$ cat src/include/can_filter_pkg.sv
// Constants shared by the CAN acceptance filter block
`default_nettype none
package can_filter_pkg;

    // ------------------------------------------------------------
    // Block dimensions
    // ------------------------------------------------------------
    localparam int          NUM_FILTERS       = 4;
    localparam logic [4:0]  FIRST_FILTER_NUM  = 5'h10;
    localparam int          ADDR_WIDTH        = 6;

    // ------------------------------------------------------------
    // Register byte offsets and block indices
    // ------------------------------------------------------------
    localparam logic [5:0]  CTRL_OFFSET       = 6'h00;
    localparam logic [5:0]  PATTERN_OFFSET    = 6'h10;
    localparam logic [5:0]  MASK_OFFSET       = 6'h20;
    localparam logic [1:0]  CTRL_BLOCK        = 2'h0;
    localparam logic [1:0]  PATTERN_BLOCK     = 2'h1;
    localparam logic [1:0]  MASK_BLOCK        = 2'h2;

    // ------------------------------------------------------------
    // Filter control byte fields (one byte per filter)
    // ------------------------------------------------------------
    localparam int          ENABLE_BIT        = 7;
    localparam int          MASK_SEL_LSB      = 5;
    localparam int          FIFO_SEL_LSB      = 0;

    // ------------------------------------------------------------
    // Identifier pattern and mask word fields
    // ------------------------------------------------------------
    localparam int          SID_MSB           = 31;
    localparam int          SID_LSB           = 21;
    localparam int          EXT_SEL_BIT       = 19;
    localparam int          EID_MSB           = 17;
    localparam int          EID_LSB           = 0;
    localparam logic [31:0] PATTERN_WR_MASK   = 32'hffeb_ffff;
    localparam logic [31:0] MASK_WR_MASK      = 32'hffe3_ffff;

    // ------------------------------------------------------------
    // Reset values
    // ------------------------------------------------------------
    localparam logic [31:0] CTRL_RESET        = 32'h0000_0000;
    localparam logic [31:0] PATTERN_RESET     = 32'h0000_0000;
    localparam logic [31:0] MASK_RESET        = 32'h0000_0000;

endpackage
`default_nettype wire

$ cat src/hdl/can_filter_match.sv
// Identifier compare for one acceptance filter
`timescale 1ns/1ps
`default_nettype none
module can_filter_match
    import can_filter_pkg::*;
(
    input  wire logic        enable_in,
    input  wire logic [31:0] pattern_in,
    input  wire logic [31:0] mask_in,
    input  wire logic        rx_extended_in,
    input  wire logic [10:0] rx_sid_in,
    input  wire logic [17:0] rx_eid_in,
    output logic             hit_out
);

    // ------------------------------------------------------------
    // Masked compare
    // ------------------------------------------------------------
    logic [10:0] sid_diff;
    logic [17:0] eid_diff;
    logic        format_ok;

    always_comb begin
        sid_diff  = (pattern_in[SID_MSB:SID_LSB] ^ rx_sid_in) & mask_in[SID_MSB:SID_LSB];
        eid_diff  = (pattern_in[EID_MSB:EID_LSB] ^ rx_eid_in) & mask_in[EID_MSB:EID_LSB];
        format_ok = (pattern_in[EXT_SEL_BIT] == rx_extended_in);
        // Extended bits only count for extended frames
        hit_out   = enable_in && format_ok && (sid_diff == 11'h000)
                    && (!rx_extended_in || (eid_diff == 18'h00000));
    end

endmodule
`default_nettype wire

$ cat src/hdl/can_filter_hit_select.sv
// Lowest-numbered hit wins among the filters
`timescale 1ns/1ps
`default_nettype none
module can_filter_hit_select
    import can_filter_pkg::*;
(
    input  wire logic [NUM_FILTERS-1:0]      hit_in,
    input  wire logic [NUM_FILTERS-1:0][4:0] fifo_sel_in,
    output logic                             any_hit_out,
    output logic [1:0]                       hit_index_out,
    output logic [4:0]                       hit_fifo_out
);

    // ------------------------------------------------------------
    // Priority encode
    // ------------------------------------------------------------
    always_comb begin
        any_hit_out   = 1'b0;
        hit_index_out = 2'h0;
        hit_fifo_out  = 5'h00;
        for (int i = NUM_FILTERS - 1; i >= 0; i--) begin
            if (hit_in[i]) begin
                any_hit_out   = 1'b1;
                hit_index_out = i[1:0];
                hit_fifo_out  = fifo_sel_in[i];
            end
        end
    end

endmodule
`default_nettype wire

$ cat src/hdl/can_acceptance_filter_config.sv
// Acceptance filter settings, identifier patterns, masks and match path
`timescale 1ns/1ps
`default_nettype none

// Overview of operation
// - Each filter has one enable bit; set joins matching, clear leaves it idle.
// - Two-bit selector picks acceptance mask 0 to 3 by its binary code.
// - Five-bit field names the receive FIFO 0 to 31 directly.
// - Mask and FIFO selects only change while that filter is disabled.
// - Four filters per control word, one byte each: enable, mask select, FIFO.
// - Standard identifier pattern sits in bits 31 to 21 of the pattern word.
// - Extended identifier pattern sits in bits 17 to 0 of the pattern word.
// - Bit 19 set matches extended frames only, clear matches standard only.
// - Pattern word writes only take effect while the filter is disabled.
// - Pattern bits 20 and 18 read as zero and ignore writes.
module can_acceptance_filter_config
    import can_filter_pkg::*;
(
    input  wire logic                  clk_in,
    input  wire logic                  rst_b_in,
    input  wire logic [ADDR_WIDTH-1:0] avs_address_in,
    input  wire logic                  avs_read_in,
    input  wire logic                  avs_write_in,
    input  wire logic [31:0]           avs_writedata_in,
    input  wire logic [3:0]            avs_byteenable_in,
    output logic [31:0]                avs_readdata_out,
    output logic                       avs_waitrequest_out,
    input  wire logic                  rx_valid_in,
    input  wire logic                  rx_extended_in,
    input  wire logic [10:0]           rx_sid_in,
    input  wire logic [17:0]           rx_eid_in,
    output logic                       accept_out,
    output logic                       reject_out,
    output logic [4:0]                 accept_fifo_out,
    output logic [4:0]                 accept_filter_out,
    output logic [NUM_FILTERS-1:0]     filter_enable_out
);

    // ------------------------------------------------------------
    // State
    // ------------------------------------------------------------
    typedef struct packed {
        logic [31:0]                   ctrl;
        logic [NUM_FILTERS-1:0][31:0]  pattern;
        logic [NUM_FILTERS-1:0][31:0]  mask;
        logic                          ack;
        logic [31:0]                   rdata;
        logic                          accept;
        logic                          reject;
        logic [4:0]                    fifo;
        logic [4:0]                    filter;
    } state_type;

    state_type st_ff;
    state_type nxt_st;

    // ------------------------------------------------------------
    // Per-filter field views and compare
    // ------------------------------------------------------------
    logic [NUM_FILTERS-1:0]       enable;
    logic [NUM_FILTERS-1:0][1:0]  mask_sel;
    logic [NUM_FILTERS-1:0][4:0]  fifo_sel;
    logic [NUM_FILTERS-1:0][31:0] chosen_mask;
    logic [NUM_FILTERS-1:0]       hit;
    logic                         any_hit;
    logic [1:0]                   hit_index;
    logic [4:0]                   hit_fifo;

    genvar g;
    generate
        for (g = 0; g < NUM_FILTERS; g++) begin : gen_filter
            // Byte g of the control word belongs to filter 16+g
            assign enable[g]      = st_ff.ctrl[8*g + ENABLE_BIT];
            assign mask_sel[g]    = st_ff.ctrl[8*g + MASK_SEL_LSB +: 2];
            assign fifo_sel[g]    = st_ff.ctrl[8*g + FIFO_SEL_LSB +: 5];
            assign chosen_mask[g] = st_ff.mask[mask_sel[g]];

            can_filter_match u_match (
                .enable_in      (enable[g]),
                .pattern_in     (st_ff.pattern[g]),
                .mask_in        (chosen_mask[g]),
                .rx_extended_in (rx_extended_in),
                .rx_sid_in      (rx_sid_in),
                .rx_eid_in      (rx_eid_in),
                .hit_out        (hit[g])
            );
        end
    endgenerate

    can_filter_hit_select u_select (
        .hit_in        (hit),
        .fifo_sel_in   (fifo_sel),
        .any_hit_out   (any_hit),
        .hit_index_out (hit_index),
        .hit_fifo_out  (hit_fifo)
    );

    // ------------------------------------------------------------
    // Address decode
    // ------------------------------------------------------------
    logic [1:0]  reg_block;
    logic [1:0]  reg_slot;
    logic        bus_req;
    logic        bus_done;

    assign reg_block = avs_address_in[5:4];
    assign reg_slot  = avs_address_in[3:2];
    assign bus_req   = avs_read_in | avs_write_in;
    assign bus_done  = bus_req & st_ff.ack;

    // ------------------------------------------------------------
    // Next state
    // ------------------------------------------------------------
    always_comb begin
        logic [31:0] wr_bytes;
        logic [7:0]  ctrl_byte;
        logic [31:0] read_word;

        nxt_st    = st_ff;
        wr_bytes  = 32'h0000_0000;
        ctrl_byte = 8'h00;
        read_word = 32'h0000_0000;

        // One wait cycle on every access, answer on the second
        nxt_st.ack = bus_req & ~st_ff.ack;

        for (int k = 0; k < 4; k++) begin
            wr_bytes[8*k +: 8] = {8{avs_byteenable_in[k]}};
        end

        // Read mux, only implemented bits come back
        if (avs_address_in[1:0] == 2'h0) begin
            unique case (reg_block)
                CTRL_BLOCK: begin
                    if (reg_slot == 2'h0) begin
                        read_word = st_ff.ctrl;
                    end
                end
                PATTERN_BLOCK: begin
                    read_word = st_ff.pattern[reg_slot] & PATTERN_WR_MASK;
                end
                MASK_BLOCK: begin
                    read_word = st_ff.mask[reg_slot] & MASK_WR_MASK;
                end
                default: begin
                    read_word = 32'h0000_0000;
                end
            endcase
        end
        nxt_st.rdata = read_word;

        // Writes land on the edge where waitrequest is low
        if (avs_write_in && bus_done && avs_address_in[1:0] == 2'h0) begin
            unique case (reg_block)
                CTRL_BLOCK: begin
                    if (reg_slot == 2'h0) begin
                        for (int k = 0; k < NUM_FILTERS; k++) begin
                            ctrl_byte = avs_writedata_in[8*k +: 8];
                            if (avs_byteenable_in[k]) begin
                                if (!enable[k]) begin
                                    nxt_st.ctrl[8*k +: 8] = ctrl_byte;
                                end else begin
                                    // Enabled: only the enable itself may move
                                    nxt_st.ctrl[8*k + ENABLE_BIT] =
                                        ctrl_byte[ENABLE_BIT];
                                end
                            end
                        end
                    end
                end
                PATTERN_BLOCK: begin
                    if (!enable[reg_slot]) begin
                        nxt_st.pattern[reg_slot] =
                            (st_ff.pattern[reg_slot] & ~wr_bytes)
                            | (avs_writedata_in & wr_bytes & PATTERN_WR_MASK);
                    end
                end
                MASK_BLOCK: begin
                    nxt_st.mask[reg_slot] =
                        (st_ff.mask[reg_slot] & ~wr_bytes)
                        | (avs_writedata_in & wr_bytes & MASK_WR_MASK);
                end
                default: begin
                    nxt_st.ctrl = st_ff.ctrl;
                end
            endcase
        end

        // Receive path: one-cycle verdict per presented identifier
        nxt_st.accept = rx_valid_in & any_hit;
        nxt_st.reject = rx_valid_in & ~any_hit;
        if (rx_valid_in && any_hit) begin
            nxt_st.fifo   = hit_fifo;
            nxt_st.filter = FIRST_FILTER_NUM + {3'h0, hit_index};
        end
    end

    // ------------------------------------------------------------
    // Registers
    // ------------------------------------------------------------
    always_ff @(posedge clk_in or negedge rst_b_in) begin
        if (!rst_b_in) begin
            st_ff.ctrl    <= CTRL_RESET;
            st_ff.pattern <= {NUM_FILTERS{PATTERN_RESET}};
            st_ff.mask    <= {NUM_FILTERS{MASK_RESET}};
            st_ff.ack     <= 1'b0;
            st_ff.rdata   <= 32'h0000_0000;
            st_ff.accept  <= 1'b0;
            st_ff.reject  <= 1'b0;
            st_ff.fifo    <= 5'h00;
            st_ff.filter  <= 5'h00;
        end else begin
            st_ff <= nxt_st;
        end
    end

    // ------------------------------------------------------------
    // Outputs
    // ------------------------------------------------------------
    assign avs_waitrequest_out = bus_req & ~st_ff.ack;
    assign avs_readdata_out    = st_ff.rdata;
    assign accept_out          = st_ff.accept;
    assign reject_out          = st_ff.reject;
    assign accept_fifo_out     = st_ff.fifo;
    assign accept_filter_out   = st_ff.filter;
    assign filter_enable_out   = enable;

endmodule
`default_nettype wire

$ cat config.mk
export PLATFORM = sky130hd
export DESIGN_NAME = can_acceptance_filter_config
export DESIGN_NICKNAME = d
export VERILOG_FILES = /design/src/include/can_filter_pkg.sv /design/src/hdl/can_filter_match.sv /design/src/hdl/can_filter_hit_select.sv /design/src/hdl/can_acceptance_filter_config.sv
export SDC_FILE = /design/constraint.sdc
export NUM_CORES = 1
export LEC_CHECK = 0
export BUFFER_PORTS_ARGS = -buffer_cell sky130_fd_sc_hd__buf_2
export CORE_UTILIZATION = 44
export DETAILED_ROUTE_END_ITERATION = 12
export GPL_TIMING_DRIVEN = 1
export HOLD_SLACK_MARGIN = 0.15
export SYNTH_ARGS = -nofsm -noshare
export SYNTH_HDL_FRONTEND = slang
export SYNTH_HIERARCHICAL = 1
export SYNTH_SLANG_ARGS = --single-unit
$ cat constraint.sdc
create_clock -name clk_in -period 6.8 [get_ports clk_in]
set_clock_uncertainty 0.15 [all_clocks]
set_input_delay 1.02 -clock clk_in [delete_from_list [all_inputs] [get_ports clk_in]]
set_output_delay 1.02 -clock clk_in [all_outputs]
set_load 0.005 [all_outputs]
* After elaboration in Yosys (flattened, before gate mapping)
Cells that the tools add are included.
** Storage, ports and cells
- Register bits after elaboration :: 333
- Latch bits :: 0
- Memory bits (writable) :: 0
- Bits in read-only memories :: 0
- Input bits :: 77
- Output and inout bits :: 49
- Word-level logic and storage cells :: 144
- Memories :: 0
** Operators by class
- Add/sub/neg operators :: 1
- Multipliers :: 0
- Div/mod/pow operators :: 0
- $lt $le $gt $ge :: 6
- Equality and inequality tests :: 6
- Shift operators :: 0
- Mux-type cells :: 33
- Bitwise gates (word level) :: 34
- Reduce and logical (&&, ||, !) cells :: 42
** Operators with widths (count)
- binary-select mux 32 bit (select 2 bit) :: 6
- two-way mux 32 bit :: 9
- bitwise mux 128 bit :: 2
- bitwise AND 32 bit :: 3
- one-hot mux 32 bit (3 select lines) :: 1
- bitwise AND 18 bit :: 4
- zero test 18 bit :: 4
- bitwise XOR 18 bit :: 4
- demux 32 bit (select 2 bit) :: 1
- bitwise OR 32 bit :: 2
- bitwise AND 11 bit :: 4
- zero test 11 bit :: 4
- bitwise XOR 11 bit :: 4
- inverter 32 bit :: 1
- two-way mux 5 bit :: 4
- AND reduction 5 bit :: 4
- logical AND 1 bit :: 16
- AND reduction 4 bit :: 4
- < comparator 2 x 3 -> 1 bit (second input constant) :: 5
- two-way mux 2 bit :: 4
- inverter 1 bit :: 7
- zero test 2 bit :: 3
- adder 5 x 2 -> 5 bit (first input constant) :: 1
- two-way mux 1 bit :: 5
- other kinds (11) :: 20

* Logic depth before layout (Yosys ltp)
- Word-level depth :: 12
- Depth in mapped cells :: 11
- Gate-level depth less buffers :: 9

* Hierarchy
Netlist, hierarchy kept.
** Modules (own cells, without submodules)
- can_acceptance_filter_config :: times used 1, cells an instance 1513, area an instance 19711.4 sq um, sequential area each 8282.9 sq um
- can_filter_match :: times used 4, cells an instance 50, area an instance 435.4 sq um, sequential area each 0.0 sq um
- can_filter_hit_select :: times used 1, cells an instance 25, area an instance 148.9 sq um, sequential area each 0.0 sq um

* Least setup slack after synthesis
Ideal clock, no wire load.
- Kind :: reg-to-reg
- Start point :: register st_ff, in the netlist mask_sel[4]
- End point :: register st_ff, in the netlist accept_fifo_out[0]
- Setup time :: 125 ps
- Data arrival time :: 3117 ps
- Required time :: 6525 ps
- Path slack :: 3409 ps
- Stages on the path, launching flop included :: 12
- Buffers on the path :: 2
- Clock period less this slack :: 3391 ps
- Cell sequence :: dfrtp_1 -> clkbuf_1 -> buf_2 -> mux4_2 -> a22o_1 -> a221oi_2 -> nand4_1 -> a211oi_2 -> nor2_1 -> nand2_1 -> nand2_1 -> mux2_2
** RTL lines
- start, declared :: line can_acceptance_filter_config.sv:54 : state_type st_ff;
- start signal, assigned :: line can_acceptance_filter_config.sv:213 : st_ff <= nxt_st;

==> run_results.csv <==
group,metric,value,unit
layout,design_area,22600,µm²
route,vias,14100,
setup_path,endpoint_kind,"flop",
placed_design,place_hpwl,42.8,mm
floorplan,io_pins,126,
clock_network,cts_tree,"done",
setup_path,r2r_cells,9,
pwr,leakagePower,9.84,nW
synthesis,synthesis.area,20400,µm²
setup_path,arrival,4420,ps
clock_network,clk_path_buf_depth,3,
global_routing,grt_pass1_wl,95.5,mm
route,dr.pass1.iters,6,
setup_path,start_kind,"flop",
setup_path,required,7070,ps
sta,fmax,241,MHz
global_routing,grt_pass1_vias,14200,
floorplan,core,45600,µm²
floorplan,start_util,0.448,
clock_network,cts_resized,0,
layout,nets,1776,
pwr,ir_drop,0.154,mV
route,avgRoutedWirePerCell,27.5,µm
global_routing,track_usage,0.275,
floorplan,die-area,47300,µm²
layout,syn2layout_area_growth,10.4,%
clock_network,h-tree-depth,2,
placed_design,port_buffers,123,
floorplan,die_h,217,µm
clock_network,path_clk_slew,60,ps
setup_path,timing.rr.start,"mask_sel[1]",
sta,slew_headroom,0.157,
layout,fin_cells,2325,
clock_network,root_buffer,"clkbuf_16",
sta,rsz0062_at_grt,"no",
global_routing,grt_max_degree,118,
synthesis,netlist_instances,1656,
sta,finalSetupViolations,0,
setup_path,crit_type,"reg -> reg",
clock_network,cts_setup_buffers,0,
global_routing,antenna_found_initial,6,
route,vias_per_cell,6.06,
run_status,outcome,"completed",
floorplan,rows,78,
sta,period_share,0.609,
placed_design,post_dp_cell_area,21300,µm²
sta,tns,0,ps
clock_network,cts_hold_buf,0,
layout,nFillCells,3961,
placed_design,placed_cells,2259,
clock_network,cts_made_buffers,38,
sta,finalCriticalPeriod,4140,ps
route,wl,63.8,mm
route,drtIter0Drc,1404,
clock_network,clock-sinks,311,
global_routing,grt-ovfl-total,0,
route,route.detailed.drc,0,
sta,worstMarginPinSlew,1260,ps
pwr,p_per_area,214,nW/µm²
pwr,finalPower,4.82,mW
flow_run,cap_violations,0,
layout,drive_gt1_frac,0.305,
synthesis,ys.warnings.count,6,
clock_network,clk-insertion-delay-late,550,ps
sta,hold_viol,0,
setup_path,rrSetupSlack,2660,ps
placed_design,place.gp.congestion,0.889,
synthesis,synth.avg_cell_area,12.3,µm²
sta,holdWs,245,ps
route,ant_nets,0,
setup_path,critPathMaxFanout,20,
sta,slew_viol_final,0,
worst_hold_path,hp-class,"in -> async",
setup_path,reg2reg_to,"accept_fifo_out[2]",
floorplan,die_width,217,µm
==> how the worst max path moves through the flow <==
| stage | startpoint | to | slack (ps) |
|---|---|---|---|
| 6_report | mask_sel[1] | accept_fifo_out[2] | 2660 |
| 5_1_grt | mask_sel[4] | accept_fifo_out[4] | 2370 |
| 4_1_cts | mask_sel[4] | accept_fifo_out[2] | 2700 |
| 3_5_place_dp | mask_sel[2] | accept_fifo_out[2] | 2720 |
| 3_3_place_gp | mask_sel[4] | accept_fifo_out[0] | 2790 |
| 2_1_floorplan | mask_sel[4] | accept_fifo_out[0] | 3410 |
==> metrics by stage <==
step                utilization  setup WS (ps)
finish                    0.495           2660
global route              0.495           2370
CTS                       0.495           2700
detailed placement        0.466           2720
global placement          0.466           2790
floorplan                     -           3410
==> cell usage in the layout, fill, tap and decap left out, types with 5 or more instances in the layout <==
cell type / n
a221oi_2: 12
a22o_1: 12
a22oi_1: 65
a31oi_1: 30
and3_1: 6
buf_2: 120
buf_4: 32
clkbuf_1: 6
clkbuf_16: 41
clkbuf_8: 8
clkinv_2: 5
dfrtp_1: 307
inv_1: 236
mux2_2: 100
mux2i_1: 290
mux4_2: 175
nand2_1: 67
nand4_1: 13
nor2_1: 8
o22ai_1: 5
xor2_1: 116
==> metal layers <==
layer / track usage / wire length, µm / vias up
li1: - / - / 6029
met1: 0.390 / 27600 / 7344
met2: 0.422 / 29300 / 614
met3: 0.0623 / 5260 / 100
met4: 0.0761 / 1580 / 8
met5: 0 / 55 / -
==> registers in the layout (all words and copies together), names as in the netlist <==
register / flops
accept_fifo_out: 5
mask_sel: 8
reject_out: 1
accept_out: 1
fifo_sel: 20
avs_readdata_out: 32
accept_filter_out: 3
st_ff: 237
filter_enable_out: 4
==> worst max-delay path: stages (launching register included) <==
cell	delay, ps
dfrtp_1	1180
buf_4	400
mux4_2	330
a22oi_1	320
nand4_1	330
a211oi_2	430
nor2_1	190
nand2_1	130
nand2_1	220
mux2_2	350
==> cell type report <==
| type | instances | area, µm² | share of cell area |
|---|---|---|---|
| multi-input combinational | 956 | 10900 | 0.485 |
| clock buffer | 55 | 1160 | 0.0514 |
| clock inverter | 10 | 131 | 0.00583 |
| tap | 600 | 751 | 0.0333 |
| antenna | 1 | 2.50 | 0.000111 |
| inverter | 237 | 890 | 0.0394 |
| sequential | 311 | 7790 | 0.345 |
| timing repair buffer | 155 | 887 | 0.0393 |
==> power by group <==
group	internal, mW	total, mW	switching, mW
clock	1.29	2.10	0.812
sequential	1.94	2.07	0.135
combinational	0.289	0.644	0.355
(Power assumes the default switching activity.)
